**src/common/buck_setpoint_pkg.sv**
```systemverilog
/*
 * Package for the buck set-point register bank: register offsets, field
 * positions, reset values, the active-mode enum and the ramp timing.
 * Assumes a single 40 MHz system clock.
 */
package buck_setpoint_pkg;

    // ------------------------------------------------------------
    // register map
    // ------------------------------------------------------------
    localparam logic [7:0] NORMAL_SETPOINT_ADDR  = 8'h20;
    localparam logic [7:0] STANDBY_SETPOINT_ADDR = 8'h21;
    localparam logic [7:0] SLEEP_SETPOINT_ADDR   = 8'h22;
    localparam logic [7:0] MODE_SELECT_ADDR      = 8'h23;
    localparam logic [7:0] SHARED_CONFIG_ADDR    = 8'h24;
    // extended page address of the phase configuration field
    localparam logic [7:0] PHASE_CONFIG_ADDR     = 8'h00;

    localparam logic [7:0] SETPOINT_RESET        = 8'h00;
    localparam logic [7:0] MODE_SELECT_RESET     = 8'h80;
    localparam logic [7:0] SHARED_CONFIG_RESET   = 8'h00;
    localparam logic [7:0] SETPOINT_MASK         = 8'h3F;
    localparam logic [7:0] MODE_SELECT_MASK      = 8'h2F;

    // ------------------------------------------------------------
    // fields
    // ------------------------------------------------------------
    localparam int          CODE_WIDTH          = 6;
    localparam int          ILIM_BIT            = 0;
    localparam int          FREQ_LSB            = 2;
    localparam int          PHASE_LSB           = 4;
    localparam int          SPEED_LSB           = 6;
    localparam logic [1:0]  PHASE_CONFIG_SINGLE = 2'h1;

    // ------------------------------------------------------------
    // timing: one 25 mV step each 2 us at speed code 0, doubling per code
    // ------------------------------------------------------------
    localparam int          CLOCK_MHZ           = 40;
    localparam int          STEP_BASE_US        = 2;
    localparam int          STEP_BASE_CYCLES    = STEP_BASE_US * CLOCK_MHZ;
    localparam int          STEP_COUNT_WIDTH    = 11;

    typedef enum logic [1:0] {
        MODE_NORMAL  = 2'b00,
        MODE_STANDBY = 2'b01,
        MODE_SLEEP   = 2'b10
    } active_mode_t;

    typedef struct packed {
        logic       currentLimitLevel;
        logic [1:0] switchingFreqSelect;
        logic [1:0] clockPhaseSelect;
        logic [1:0] rampSpeedSelect;
    } shared_config_t;

endpackage

```
**src/rtl/buck_setpoint_register_bank.sv**
```systemverilog
/*
 * Set-point and configuration register bank for one single-phase buck
 * channel, with the mode selection and the ramp toward the chosen code.
 * Assumes the control-bus slave outside delivers single-cycle byte
 * read and write strobes, synchronous to ref_clk.
 */
`timescale 1ns/1ps
module buck_setpoint_register_bank
(
    input  wire logic                                      ref_clk,
    input  wire logic                                      rst,
    // control-bus side, main page
    input  wire logic                                      regWrite,
    input  wire logic                                      regRead,
    input  wire logic [7:0]                                regAddr,
    input  wire logic [7:0]                                regWriteData,
    output logic      [7:0]                                regReadData,
    output logic                                           regReadValid,
    // extended page and OTP
    input  wire logic                                      extRead,
    input  wire logic [7:0]                                extAddr,
    input  wire logic                                      otpLoad,
    input  wire logic [1:0]                                otpPhaseConfig,
    // power mode inputs
    input  wire logic                                      standby,
    input  wire logic                                      sleepMode,
    // toward the regulator
    output logic      [buck_setpoint_pkg::CODE_WIDTH-1:0]  setpointCode,
    output logic      [buck_setpoint_pkg::CODE_WIDTH-1:0]  targetCode,
    output logic                                           rampBusy,
    output buck_setpoint_pkg::shared_config_t              switchNodeA,
    output buck_setpoint_pkg::shared_config_t              switchNodeB,
    output logic      [7:0]                                modeSelect,
    output logic                                           phaseConfigValid
);

    // ------------------------------------------------------------
    // register state
    // ------------------------------------------------------------
    logic [7:0]                           normalSetpointReg;
    logic [7:0]                           standbySetpointReg;
    logic [7:0]                           sleepSetpointReg;
    logic [7:0]                           modeSelectReg;
    logic [7:0]                           sharedConfigReg;
    logic [1:0]                           phaseConfigField;
    logic [7:0]                           next_normalSetpointReg;
    logic [7:0]                           next_standbySetpointReg;
    logic [7:0]                           next_sleepSetpointReg;
    logic [7:0]                           next_modeSelectReg;
    logic [7:0]                           next_sharedConfigReg;
    logic [1:0]                           next_phaseConfigField;
    logic [7:0]                           next_regReadData;
    logic                                 next_regReadValid;

    always_comb
    begin
        next_normalSetpointReg  = normalSetpointReg;
        next_standbySetpointReg = standbySetpointReg;
        next_sleepSetpointReg   = sleepSetpointReg;
        next_modeSelectReg      = modeSelectReg;
        next_sharedConfigReg    = sharedConfigReg;
        next_phaseConfigField   = phaseConfigField;
        next_regReadData        = 8'h00;
        next_regReadValid       = 1'b0;
        // otp is the only writer of the phase configuration field
        if (otpLoad)
            next_phaseConfigField = otpPhaseConfig;
        if (regWrite)
        begin
            unique case (regAddr)
                buck_setpoint_pkg::NORMAL_SETPOINT_ADDR:
                    next_normalSetpointReg = regWriteData & buck_setpoint_pkg::SETPOINT_MASK;
                buck_setpoint_pkg::STANDBY_SETPOINT_ADDR:
                    next_standbySetpointReg = regWriteData & buck_setpoint_pkg::SETPOINT_MASK;
                buck_setpoint_pkg::SLEEP_SETPOINT_ADDR:
                    next_sleepSetpointReg = regWriteData & buck_setpoint_pkg::SETPOINT_MASK;
                buck_setpoint_pkg::MODE_SELECT_ADDR:
                    next_modeSelectReg = regWriteData & buck_setpoint_pkg::MODE_SELECT_MASK;
                buck_setpoint_pkg::SHARED_CONFIG_ADDR:
                    next_sharedConfigReg = regWriteData;
                default:
                    next_sharedConfigReg = sharedConfigReg;
            endcase
        end
        if (regRead)
        begin
            next_regReadValid = 1'b1;
            unique case (regAddr)
                buck_setpoint_pkg::NORMAL_SETPOINT_ADDR:  next_regReadData = normalSetpointReg;
                buck_setpoint_pkg::STANDBY_SETPOINT_ADDR: next_regReadData = standbySetpointReg;
                buck_setpoint_pkg::SLEEP_SETPOINT_ADDR:   next_regReadData = sleepSetpointReg;
                buck_setpoint_pkg::MODE_SELECT_ADDR:      next_regReadData = modeSelectReg;
                buck_setpoint_pkg::SHARED_CONFIG_ADDR:    next_regReadData = sharedConfigReg;
                default:                                  next_regReadData = 8'h00;
            endcase
        end
        else if (extRead)
        begin
            // phase configuration is visible only on the extended page
            next_regReadValid = 1'b1;
            if (extAddr == buck_setpoint_pkg::PHASE_CONFIG_ADDR)
                next_regReadData = {6'h00, phaseConfigField};
        end
    end

    always_ff @(posedge ref_clk or posedge rst)
    begin
        if (rst)
        begin
            normalSetpointReg  <= buck_setpoint_pkg::SETPOINT_RESET;
            standbySetpointReg <= buck_setpoint_pkg::SETPOINT_RESET;
            sleepSetpointReg   <= buck_setpoint_pkg::SETPOINT_RESET;
            modeSelectReg      <= buck_setpoint_pkg::MODE_SELECT_RESET;
            sharedConfigReg    <= buck_setpoint_pkg::SHARED_CONFIG_RESET;
            phaseConfigField   <= buck_setpoint_pkg::PHASE_CONFIG_SINGLE;
            regReadData        <= 8'h00;
            regReadValid       <= 1'b0;
        end
        else
        begin
            normalSetpointReg  <= next_normalSetpointReg;
            standbySetpointReg <= next_standbySetpointReg;
            sleepSetpointReg   <= next_sleepSetpointReg;
            modeSelectReg      <= next_modeSelectReg;
            sharedConfigReg    <= next_sharedConfigReg;
            phaseConfigField   <= next_phaseConfigField;
            regReadData        <= next_regReadData;
            regReadValid       <= next_regReadValid;
        end
    end

    // ------------------------------------------------------------
    // mode selection and drive toward the regulator
    // ------------------------------------------------------------
    buck_setpoint_pkg::active_mode_t       activeMode;
    buck_setpoint_pkg::shared_config_t     sharedFields;
    logic [buck_setpoint_pkg::CODE_WIDTH-1:0] next_setpointCode;
    logic                                  next_phaseConfigValid;

    always_comb
    begin
        // sleep outranks standby
        if (sleepMode)
            activeMode = buck_setpoint_pkg::MODE_SLEEP;
        else if (standby)
            activeMode = buck_setpoint_pkg::MODE_STANDBY;
        else
            activeMode = buck_setpoint_pkg::MODE_NORMAL;
        unique case (activeMode)
            buck_setpoint_pkg::MODE_NORMAL:
                next_setpointCode = normalSetpointReg[buck_setpoint_pkg::CODE_WIDTH-1:0];
            buck_setpoint_pkg::MODE_STANDBY:
                next_setpointCode = standbySetpointReg[buck_setpoint_pkg::CODE_WIDTH-1:0];
            buck_setpoint_pkg::MODE_SLEEP:
                next_setpointCode = sleepSetpointReg[buck_setpoint_pkg::CODE_WIDTH-1:0];
            default:
                next_setpointCode = normalSetpointReg[buck_setpoint_pkg::CODE_WIDTH-1:0];
        endcase
        next_phaseConfigValid = (phaseConfigField == buck_setpoint_pkg::PHASE_CONFIG_SINGLE);
        sharedFields.currentLimitLevel   = sharedConfigReg[buck_setpoint_pkg::ILIM_BIT];
        sharedFields.switchingFreqSelect = sharedConfigReg[buck_setpoint_pkg::FREQ_LSB +: 2];
        sharedFields.clockPhaseSelect    = sharedConfigReg[buck_setpoint_pkg::PHASE_LSB +: 2];
        sharedFields.rampSpeedSelect     = sharedConfigReg[buck_setpoint_pkg::SPEED_LSB +: 2];
    end

    always_ff @(posedge ref_clk or posedge rst)
    begin
        if (rst)
        begin
            setpointCode     <= '0;
            switchNodeA      <= '0;
            switchNodeB      <= '0;
            modeSelect       <= buck_setpoint_pkg::MODE_SELECT_RESET;
            phaseConfigValid <= 1'b1;
        end
        else
        begin
            setpointCode     <= next_setpointCode;
            // one register feeds both nodes, so they cannot disagree
            switchNodeA      <= sharedFields;
            switchNodeB      <= sharedFields;
            modeSelect       <= modeSelectReg;
            phaseConfigValid <= next_phaseConfigValid;
        end
    end

    // code maps to 0.300 V + 25 mV * code; the analog side decodes it
    ramp_stepper u_ramp
    (
        .ref_clk         (ref_clk),
        .rst             (rst),
        .setpointCode    (setpointCode),
        .rampSpeedSelect (sharedFields.rampSpeedSelect),
        .targetCode      (targetCode),
        .rampBusy        (rampBusy)
    );

    // ------------------------------------------------------------
    // checks
    // ------------------------------------------------------------
    chk_unused_bits_zero: assert property (@(posedge ref_clk) disable iff (rst)
        regRead && regAddr inside {8'h20, 8'h21, 8'h22} |=> regReadData[7:6] == 2'h0)
        else $error("unused set-point bits read nonzero");

    // write, one idle cycle, then the read of the same register
    chk_normal_readback: assert property (@(posedge ref_clk) disable iff (rst)
        regWrite && regAddr == 8'h20 ##1 !regWrite && !regRead ##1
        regRead && regAddr == 8'h20 && !regWrite
        |=> regReadData == ($past(regWriteData, 3) & 8'h3F))
        else $error("normal set point readback wrong");

    chk_standby_select: assert property (@(posedge ref_clk) disable iff (rst)
        standby && !sleepMode |=> setpointCode == $past(standbySetpointReg[5:0]))
        else $error("standby code not selected");

    chk_normal_select: assert property (@(posedge ref_clk) disable iff (rst)
        !standby && !sleepMode |=> setpointCode == $past(normalSetpointReg[5:0]))
        else $error("normal code not selected");

    chk_sleep_select: assert property (@(posedge ref_clk) disable iff (rst)
        sleepMode |=> setpointCode == $past(sleepSetpointReg[5:0]))
        else $error("sleep code not selected");

    chk_nodes_match: assert property (@(posedge ref_clk) disable iff (rst)
        switchNodeA == switchNodeB)
        else $error("switch nodes disagree");

    chk_config_fields: assert property (@(posedge ref_clk) disable iff (rst)
        regWrite && regAddr == 8'h24 ##1 1'b1 |=>
        switchNodeA.rampSpeedSelect == $past(regWriteData[7:6], 2) &&
        switchNodeA.switchingFreqSelect == $past(regWriteData[3:2], 2))
        else $error("config fields misplaced");

    chk_phase_config: assert property (@(posedge ref_clk) disable iff (rst)
        otpLoad ##1 !otpLoad |=> phaseConfigValid == ($past(otpPhaseConfig, 2) == 2'h1))
        else $error("phase config acceptance wrong");

    chk_other_mode_held: assert property (@(posedge ref_clk) disable iff (rst)
        !standby && !sleepMode ##0 regWrite && regAddr == 8'h21 ##1
        !standby && !sleepMode && !regWrite |=> $stable(setpointCode))
        else $error("inactive mode write changed target");

    chk_read_answer: assert property (@(posedge ref_clk) disable iff (rst)
        regRead || extRead |=> regReadValid)
        else $error("read not answered in the next cycle");

    chk_read_single: assert property (@(posedge ref_clk) disable iff (rst)
        !regRead && !extRead |=> !regReadValid)
        else $error("read valid without a read");

    chk_unmapped_zero: assert property (@(posedge ref_clk) disable iff (rst)
        regRead && (regAddr < buck_setpoint_pkg::NORMAL_SETPOINT_ADDR ||
        regAddr > buck_setpoint_pkg::SHARED_CONFIG_ADDR) |=> regReadData == 8'h00)
        else $error("unmapped address read nonzero");

    chk_mode_unused: assert property (@(posedge ref_clk) disable iff (rst)
        regWrite && regAddr == buck_setpoint_pkg::MODE_SELECT_ADDR |=>
        ##1 modeSelect[7:6] == 2'h0 && modeSelect[4] == 1'b0)
        else $error("unused mode bits written");

    chk_ext_phase_read: assert property (@(posedge ref_clk) disable iff (rst)
        extRead && !regRead && extAddr == buck_setpoint_pkg::PHASE_CONFIG_ADDR |=>
        phaseConfigValid == (regReadData == 8'h01))
        else $error("extended page phase read wrong");

    chk_busy_apart: assert property (@(posedge ref_clk) disable iff (rst)
        targetCode != setpointCode |=> rampBusy)
        else $error("ramp idle while target differs");

    cov_standby_entry: cover property (@(posedge ref_clk) disable iff (rst) $rose(standby));
    cov_sleep_entry:   cover property (@(posedge ref_clk) disable iff (rst) $rose(sleepMode));
    cov_ramp_done:     cover property (@(posedge ref_clk) disable iff (rst) $fell(rampBusy));
    cov_ext_read:      cover property (@(posedge ref_clk) disable iff (rst) extRead);

endmodule

```
**src/rtl/ramp_stepper.sv**
```systemverilog
/*
 * Steps a 6-bit target code toward a set-point code, one code per
 * interval chosen by the ramp speed field.
 * Assumes the set-point input may change at any cycle.
 */
`timescale 1ns/1ps
module ramp_stepper
(
    input  wire logic                                      ref_clk,
    input  wire logic                                      rst,
    input  wire logic [buck_setpoint_pkg::CODE_WIDTH-1:0]  setpointCode,
    input  wire logic [1:0]                                rampSpeedSelect,
    output logic      [buck_setpoint_pkg::CODE_WIDTH-1:0]  targetCode,
    output logic                                           rampBusy
);

    localparam int CW = buck_setpoint_pkg::STEP_COUNT_WIDTH;

    logic [CW-1:0]                               stepCount;
    logic [CW-1:0]                               next_stepCount;
    logic [buck_setpoint_pkg::CODE_WIDTH-1:0]    next_targetCode;
    logic                                        next_rampBusy;
    logic [CW-1:0]                               stepLimit;

    // interval doubles per speed code: 80, 160, 320, 640 cycles
    assign stepLimit = CW'(buck_setpoint_pkg::STEP_BASE_CYCLES) << rampSpeedSelect;

    always_comb
    begin
        next_stepCount  = stepCount;
        next_targetCode = targetCode;
        next_rampBusy   = (targetCode != setpointCode);
        if (targetCode == setpointCode)
        begin
            next_stepCount = '0;
        end
        else if (stepCount >= stepLimit - CW'(1))
        begin
            next_stepCount = '0;
            if (setpointCode > targetCode)
                next_targetCode = targetCode + 6'h01;
            else
                next_targetCode = targetCode - 6'h01;
        end
        else
        begin
            next_stepCount = stepCount + CW'(1);
        end
    end

    always_ff @(posedge ref_clk or posedge rst)
    begin
        if (rst)
        begin
            stepCount  <= '0;
            targetCode <= '0;
            rampBusy   <= 1'b0;
        end
        else
        begin
            stepCount  <= next_stepCount;
            targetCode <= next_targetCode;
            rampBusy   <= next_rampBusy;
        end
    end

    chk_step_single_code: assert property (@(posedge ref_clk) disable iff (rst)
        targetCode != $past(targetCode) |->
        (targetCode - $past(targetCode) == 6'h01) ||
        ($past(targetCode) - targetCode == 6'h01))
        else $error("target moved by more than one code");

    chk_step_fast_spacing: assert property (@(posedge ref_clk) disable iff (rst)
        (rampSpeedSelect == 2'h0 && $changed(targetCode)) ##1
        (rampSpeedSelect == 2'h0) [*8] |-> $stable(targetCode))
        else $error("ramp steps closer than the interval");

endmodule
```
**config.mk**
```make
export PLATFORM = sky130hd
export DESIGN_NAME = buck_setpoint_register_bank
export DESIGN_NICKNAME = d
export VERILOG_FILES = /design/src/common/buck_setpoint_pkg.sv /design/src/rtl/buck_setpoint_register_bank.sv /design/src/rtl/ramp_stepper.sv
export SDC_FILE = /design/constraint.sdc
export NUM_CORES = 1
export LEC_CHECK = 0
export ABC_AREA = 1
export BUFFER_PORTS_ARGS = -buffer_cell sky130_fd_sc_hd__buf_4
export CAP_MARGIN = 20
export CORE_UTILIZATION = 26
export CTS_CLUSTER_DIAMETER = 100
export DETAILED_ROUTE_END_ITERATION = 12
export GPL_TIMING_DRIVEN = 0
export PLACE_DENSITY = 0.52
export SLEW_MARGIN = 0
export SYNTH_ARGS = -nofsm -noshare
export SYNTH_HDL_FRONTEND = slang
export SYNTH_SLANG_ARGS = --single-unit
export TNS_END_PERCENT = 20
```
**constraint.sdc**
```tcl
create_clock -name ref_clk -period 2.7 [get_ports ref_clk]
set_input_delay 0.135 -clock ref_clk [delete_from_list [all_inputs] [get_ports ref_clk]]
set_output_delay 0.135 -clock ref_clk [all_outputs]
set_load 0.05 [all_outputs]
```
==> Word-level counts from Yosys, hierarchy flattened <==
Index checks and enable logic that the tools add are counted.
{ "totals": {"regBits": 81, "inputBits": 34, "out_inout_bits": 45} }
{ "classes": {"addsub": 4, "n_lt_le_gt_ge": 2, "eq_ne": 10, "shift": 1, "muxes": 12, "bitwise": 1, "n_reduce_logical": 7} }
{ "op_table": {"columns": ["op", "count"], "rows": [
  ["$eq A8 B6 Y1 const B", 5],
  ["$pmux W8 S5", 1],
  ["$mux W11", 2],
  ["$pmux W6 S2", 1],
  ["$reduce_and A2 Y1", 6],
  ["$add A11 B1 Y11 const B", 1],
  ["$ge A11 B11 Y1", 1],
  ["$shl A7 B2 Y11 const A", 1],
  ["$sub A11 B1 Y11 const B", 1],
  ["$logic_not A8 Y1", 1],
  ["$mux W8", 1],
  ["$add A6 B1 Y6 const B", 1],
  ["$eq A6 B6 Y1", 1],
  ["$gt A6 B6 Y1", 1],
  ["$mux W2", 3],
  ["$mux W6", 1],
  ["$ne A6 B6 Y1", 1],
  ["$sub A6 B1 Y6 const B", 1],
  ["$eq A2 B1 Y1 const B", 2],
  ["$mux W1", 3],
  ["$eq A2 B2 Y1 const B", 1],
  ["$not A1 Y1", 1]
]} }

==> Longest topological paths before layout <==
{ "logic_depth": {"depth_word": 5, "depth_mapped": 18} }

==> Cells and area by module <==
From an unflattened synthesis, not the netlist that was laid out.
{ "unflattened": {"cells_unflattened": 493, "area_unflattened_um2": 4329.2} }
{ "modules_own_cells": {"columns": ["module", "instances", "cells_per_inst", "area_per_inst_um2", "seq_area_each_um2"], "rows": [
  ["buck_setpoint_register_bank", 1, 293, 2778.9, 1581.5],
  ["ramp_stepper", 1, 200, 1550.2, 450.4]
]} }

==> Least setup slack after synthesis <==
No wires, ideal clock.
{ "synth_timing": {"kind": "flip-flop to flip-flop", "from": "reg u_ramp.targetCode[5] (netlist bit)", "to": "reg u_ramp.targetCode[5] (netlist bit)", "setup_time_ps": 118, "t_arrival_ps": 2400, "required_time_ps": 2582, "setup_slack_ps": 182, "path_stages_with_launch": 16, "synth_period_minus_slack_ps": 2518, "path_cell_list": "dfrtp_1 inv_1 ha_1 nand2_1 nor2_1 nand2_1 nand3_1 nand2_1 ha_1 nand2_1 nor3_1 nor2_1 nand2_1 nand4_1 nand2_1 nand2_1"} }
{ "synth_between": {"elab_chain_cells": 3} }
{ "synth_lines": {"columns": ["item", "line", "rtl"], "rows": [
  ["start: declaration", "ramp_stepper.sv:13", "output logic [buck_setpoint_pkg::CODE_WIDTH-1:0] targetCode,"],
  ["start signal: assignment", "ramp_stepper.sv:62", "targetCode <= next_targetCode;"],
  ["branches (longest 3 deep; another with $sub A6 B1 Y6)", null, null]
]} }
Parallel ways; which one is timed is not known.
A chain may end at the register's enable or synchronous reset.

==> Worst setup path after layout <==
{ "layout_timing": {"from": "reg sharedConfigReg[7]", "to": "reg u_ramp.stepCount[9]"} }
{ "layout_between": {"elab_chain_cells": 5} }
{ "layout_lines": {"columns": ["item", "line", "rtl"], "rows": [
  ["start: declaration", "buck_setpoint_register_bank.sv:44", "logic [7:0] sharedConfigReg;"],
  ["start signal: assignment", "buck_setpoint_register_bank.sv:114", "sharedConfigReg <= buck_setpoint_pkg::SHARED_CONFIG_RESET;"],
  ["start signal: assignment", "buck_setpoint_register_bank.sv:125", "sharedConfigReg <= next_sharedConfigReg;"],
  ["$shl A7 B2 Y11", "ramp_stepper.sv:26", "assign stepLimit = CW'(buck_setpoint_pkg::STEP_BASE_CYCLES) << rampSpeedSelect;"],
  ["$sub A11 B1 Y11", "ramp_stepper.sv:37", "else if (stepCount >= stepLimit - CW'(1))"],
  ["$ge A11 B11 Y1", "ramp_stepper.sv:37", null],
  ["$mux W11", "ramp_stepper.sv:37", null],
  ["$mux W11", "ramp_stepper.sv:33", "if (targetCode == setpointCode)"],
  ["named net u_ramp.next_stepCount[9]", "ramp_stepper.sv:20", "logic [CW-1:0] next_stepCount;"],
  ["end signal: assignment", "ramp_stepper.sv:61", "stepCount <= next_stepCount;"],
  ["end: declaration", "ramp_stepper.sv:19", "logic [CW-1:0] stepCount;"]
]} }
The timed path passes the listed nets, and every way through them passes these cells.

==> results.json <==
{
  "cts.reportedPaths.clkPinSlew_ns": 0.06,
  "synth.largest_area_cell": "dfrtp_1",
  "met2_length_um": 5294,
  "report.final.slew_viol_count": 0,
  "synthesis.area_mm2": 0.004064,
  "dieArea_mm2": 0.01613,
  "io_pins": 79,
  "irDropWorstVdd_mv": 0.3593,
  "postLayoutCoreUtil_pct": 34.81,
  "cts.path.max_buffers": 2,
  "antenna_left": 0,
  "syn_to_final_growth_pct": 30.23,
  "die_h_um": 127.0,
  "period_share_pct": 91.59,
  "route.met3.wl_um": 327,
  "synthFlopType": "dfrtp_1",
  "drc": 0,
  "avgSynthCellArea_um2": 8.647,
  "cts_root_buf": "clkbuf_16",
  "start_util_pct": 26.73,
  "hp-class": "in2reg",
  "cts_tree": "built",
  "tightestPinTransition_ns": 0.8708,
  "cp_data_required_time_ns": 2.92,
  "drv_cap": 0,
  "hold_viol": 0,
  "htreeDepth": 3,
  "io_buffers": 75,
  "drt_pass1_iterations": 4,
  "grt_pass1_vias": 3439,
  "cp_slowest_cell": "dfrtp_2",
  "antenna_found_initial": 0,
  "pwr_density_cell_mw_per_mm2": 577.4,
  "worstPathArrival_ns": 2.69,
  "drt-initial-drc-count": 145,
  "power.total_w": 0.003056,
  "die_w_um": 127.0,
  "grt_pass1_wl_um": 16950,
  "numCtsBuffers": 9,
  "viasPerCell": 4.465,
  "skew_ns": 0.005643,
  "grt_use_total_pct": 13.62,
  "pre_cts_ws_ns": 0.05276,
  "cpPeakStageDelay_ns": 0.42,
  "path_max_fanout": 10,
  "ys_seq_elements": 81,
  "yosys_warnings": 0,
  "n_fill_cell": 1624,
  "final_nets": 622,
  "yosys-top-cells-area": "dfrtp_1, nand2_1, ha_1, nand3_1, inv_1",
  "ys_seq_area_share_pct": 50.00,
  "slew_headroom_pct": 41.50,
  "num_antenna_cells": 0,
  "drt-met1-wl_um": 4466,
  "insertion_delay_ns": 0.34,
  "core_area_mm2": 0.01520,
  "drive_above_1_share_pct": 24.51,
  "setup_viol": 0,
  "synth_cells": 470,
  "wl_um": 10200,
  "synthArstFlopShare_pct": 100.0,
  "setup_slack_ns": 0.2271,
  "synth_edf_count": 0,
  "endpoint_kind": "flop",
  "routed.top_layer": "met4",
  "clock_sinks": 81,
  "leakage_nw": 2.637,
  "whs_ns": 0.01603,
  "startpoint_type": "flop",
  "gp_congestion": 0.8204,
  "vias": 3371,
  "grt_max_degree": 73,
  "synthMostInstantiatedCell": "nand2_1",
  "path_class": "reg2reg",
  "grt_overflow_total": 0,
  "path_delay_family": "simple AND/OR/NAND/NOR gates",
  "wl_per_cell_um": 13.51,
  "period_minus_slack_ns": 2.473,
  "core.rowCount": 45,
  "post-dp-hpwl_um": 7612,
  "synth_cell_types": 32,
  "synth_top_area_share_pct": 47.41,
  "status": "completed",
  "clock.fmax_ghz": 0.4044,
  "worst-path-buf-inv": 2,
  "path_cells": "inv_1, ha_1, nor4_2, nand2_1, ha_1, nand2_1, nor2_1, nand2_1, nor2_1, nor2_1, nand2_1, buf_2, nor2_1",
  "synth_common_cells": "nand2_1, dfrtp_1, inv_1, nand3_1, nor2_1"
}
final cells by class:
cell class / count / area, µm² / share of cell area (%)
clock inverters: 4 / 51.30 / 0.9693
clock buffers: 12 / 256.5 / 4.846
well taps: 188 / 235.2 / 4.444
repair buffers: 80 / 628.1 / 11.87
inverters: 54 / 205.2 / 3.877
plain buffers: 18 / 116.4 / 2.199
flip-flops and latches: 81 / 2038 / 38.51
multi-input cells: 318 / 1762 / 33.29
power breakdown:
group / leakage [nW] / internal (W) / switching, W / total (W)
Sequential: 1.07 / 0.00127 / 0.0000430 / 0.00132
Clock: 0.149 / 0.000766 / 0.000472 / 0.00124
Combinational: 1.42 / 0.000175 / 0.000324 / 0.000500
Total: 2.64 / 0.00222 / 0.000839 / 0.00306
state kept, by name, summed over array words and instances (netlist names), 2 cells and up:
name	cells
u_ramp.targetCode	6
modeSelect	6
setpointCode	6
sharedConfigReg	8
switchNodeB	7
normalSetpointReg	6
phaseConfigField	2
regReadData	8
u_ramp.stepCount	11
sleepSetpointReg	6
standbySetpointReg	6
modeSelectReg	6
worst paths after layout:
path / startpoint / to / slack, ns / cells past startpoint
max reg2reg: sharedConfigReg[7] / u_ramp.stepCount[9] / 0.23 / 13
max in group asynchronous: rst / phaseConfigValid / 1.83 / 4
min reg2reg: sharedConfigReg[4] / switchNodeB[2] / 0.38 / 0
min: otpPhaseConfig[0] / phaseConfigField[0] / 0.02 / 3
max: sharedConfigReg[7] / u_ramp.stepCount[9] / 0.23 / 13
min in group asynchronous: rst / u_ramp.stepCount[2] / 0.26 / 3
metrics by stage:
step                      instance area (µm²)  cells  TNS [ns]
final                                    5293    755         0
after global routing                     5293    755  -0.01762
after CTS                                5234    754         0
after detailed placement                 4896    735         0
after global placement                   4866    734    -40.82
after floorplan                          4068    471         0
worst min-delay path, stage by stage:
cell     delay, ns
buf_4         0.07
nand2_1       0.03
o21ai_0       0.07
metal layers:
| metal | global-route usage [%] | vias to the layer above |
|---|---|---|
| met3 | 3.601 | 12 |
| met5 | 0 | - |
| li1 | - | 1687 |
| met2 | 24.01 | 55 |
| met4 | 3.852 | 0 |
| met1 | 16.32 | 1617 |
cells by family after synthesis:
logic type                 after synthesis  share of synthesized area [%]
and+or+nand+nor                        229                          25.25
other                                    1                        0.09228
buffers and inverters                   72                          7.851
adders and majority gates               26                          8.190
AOI/OAI and AO/OA                       53                          6.835
DFF                                     81                          50.00
xor gates and xnor gates                 7                          1.509
muxes                                    1                         0.2771
layout by cell type, fill, tap and decap left out, types with 3 or more instances in the layout:
cell type / n
a21oi_1: 14
buf_2: 6
buf_4: 85
clkbuf_1: 3
clkbuf_16: 9
dfrtp_1: 72
dfrtp_2: 5
dfstp_2: 4
dlygate4sd3_1: 3
ha_1: 23
inv_1: 50
inv_2: 3
nand2_1: 126
nand2_2: 3
nand3_1: 43
nand4_1: 5
nor2_1: 30
nor3_1: 5
nor3_4: 3
nor3b_1: 3
o21a_1: 5
o21ai_0: 18
o21ai_1: 15
xnor2_1: 3
xor2_1: 4
what timing repair did:
action,4_1_cts,5_1_grt
setup buffers,0,1
hold buffers,3,0
hold endpoints to repair,13,0
resized for setup,0,12
endpoints found under the setup margin,0,17
No activity file was read; power rests on OpenSTA's default activity.
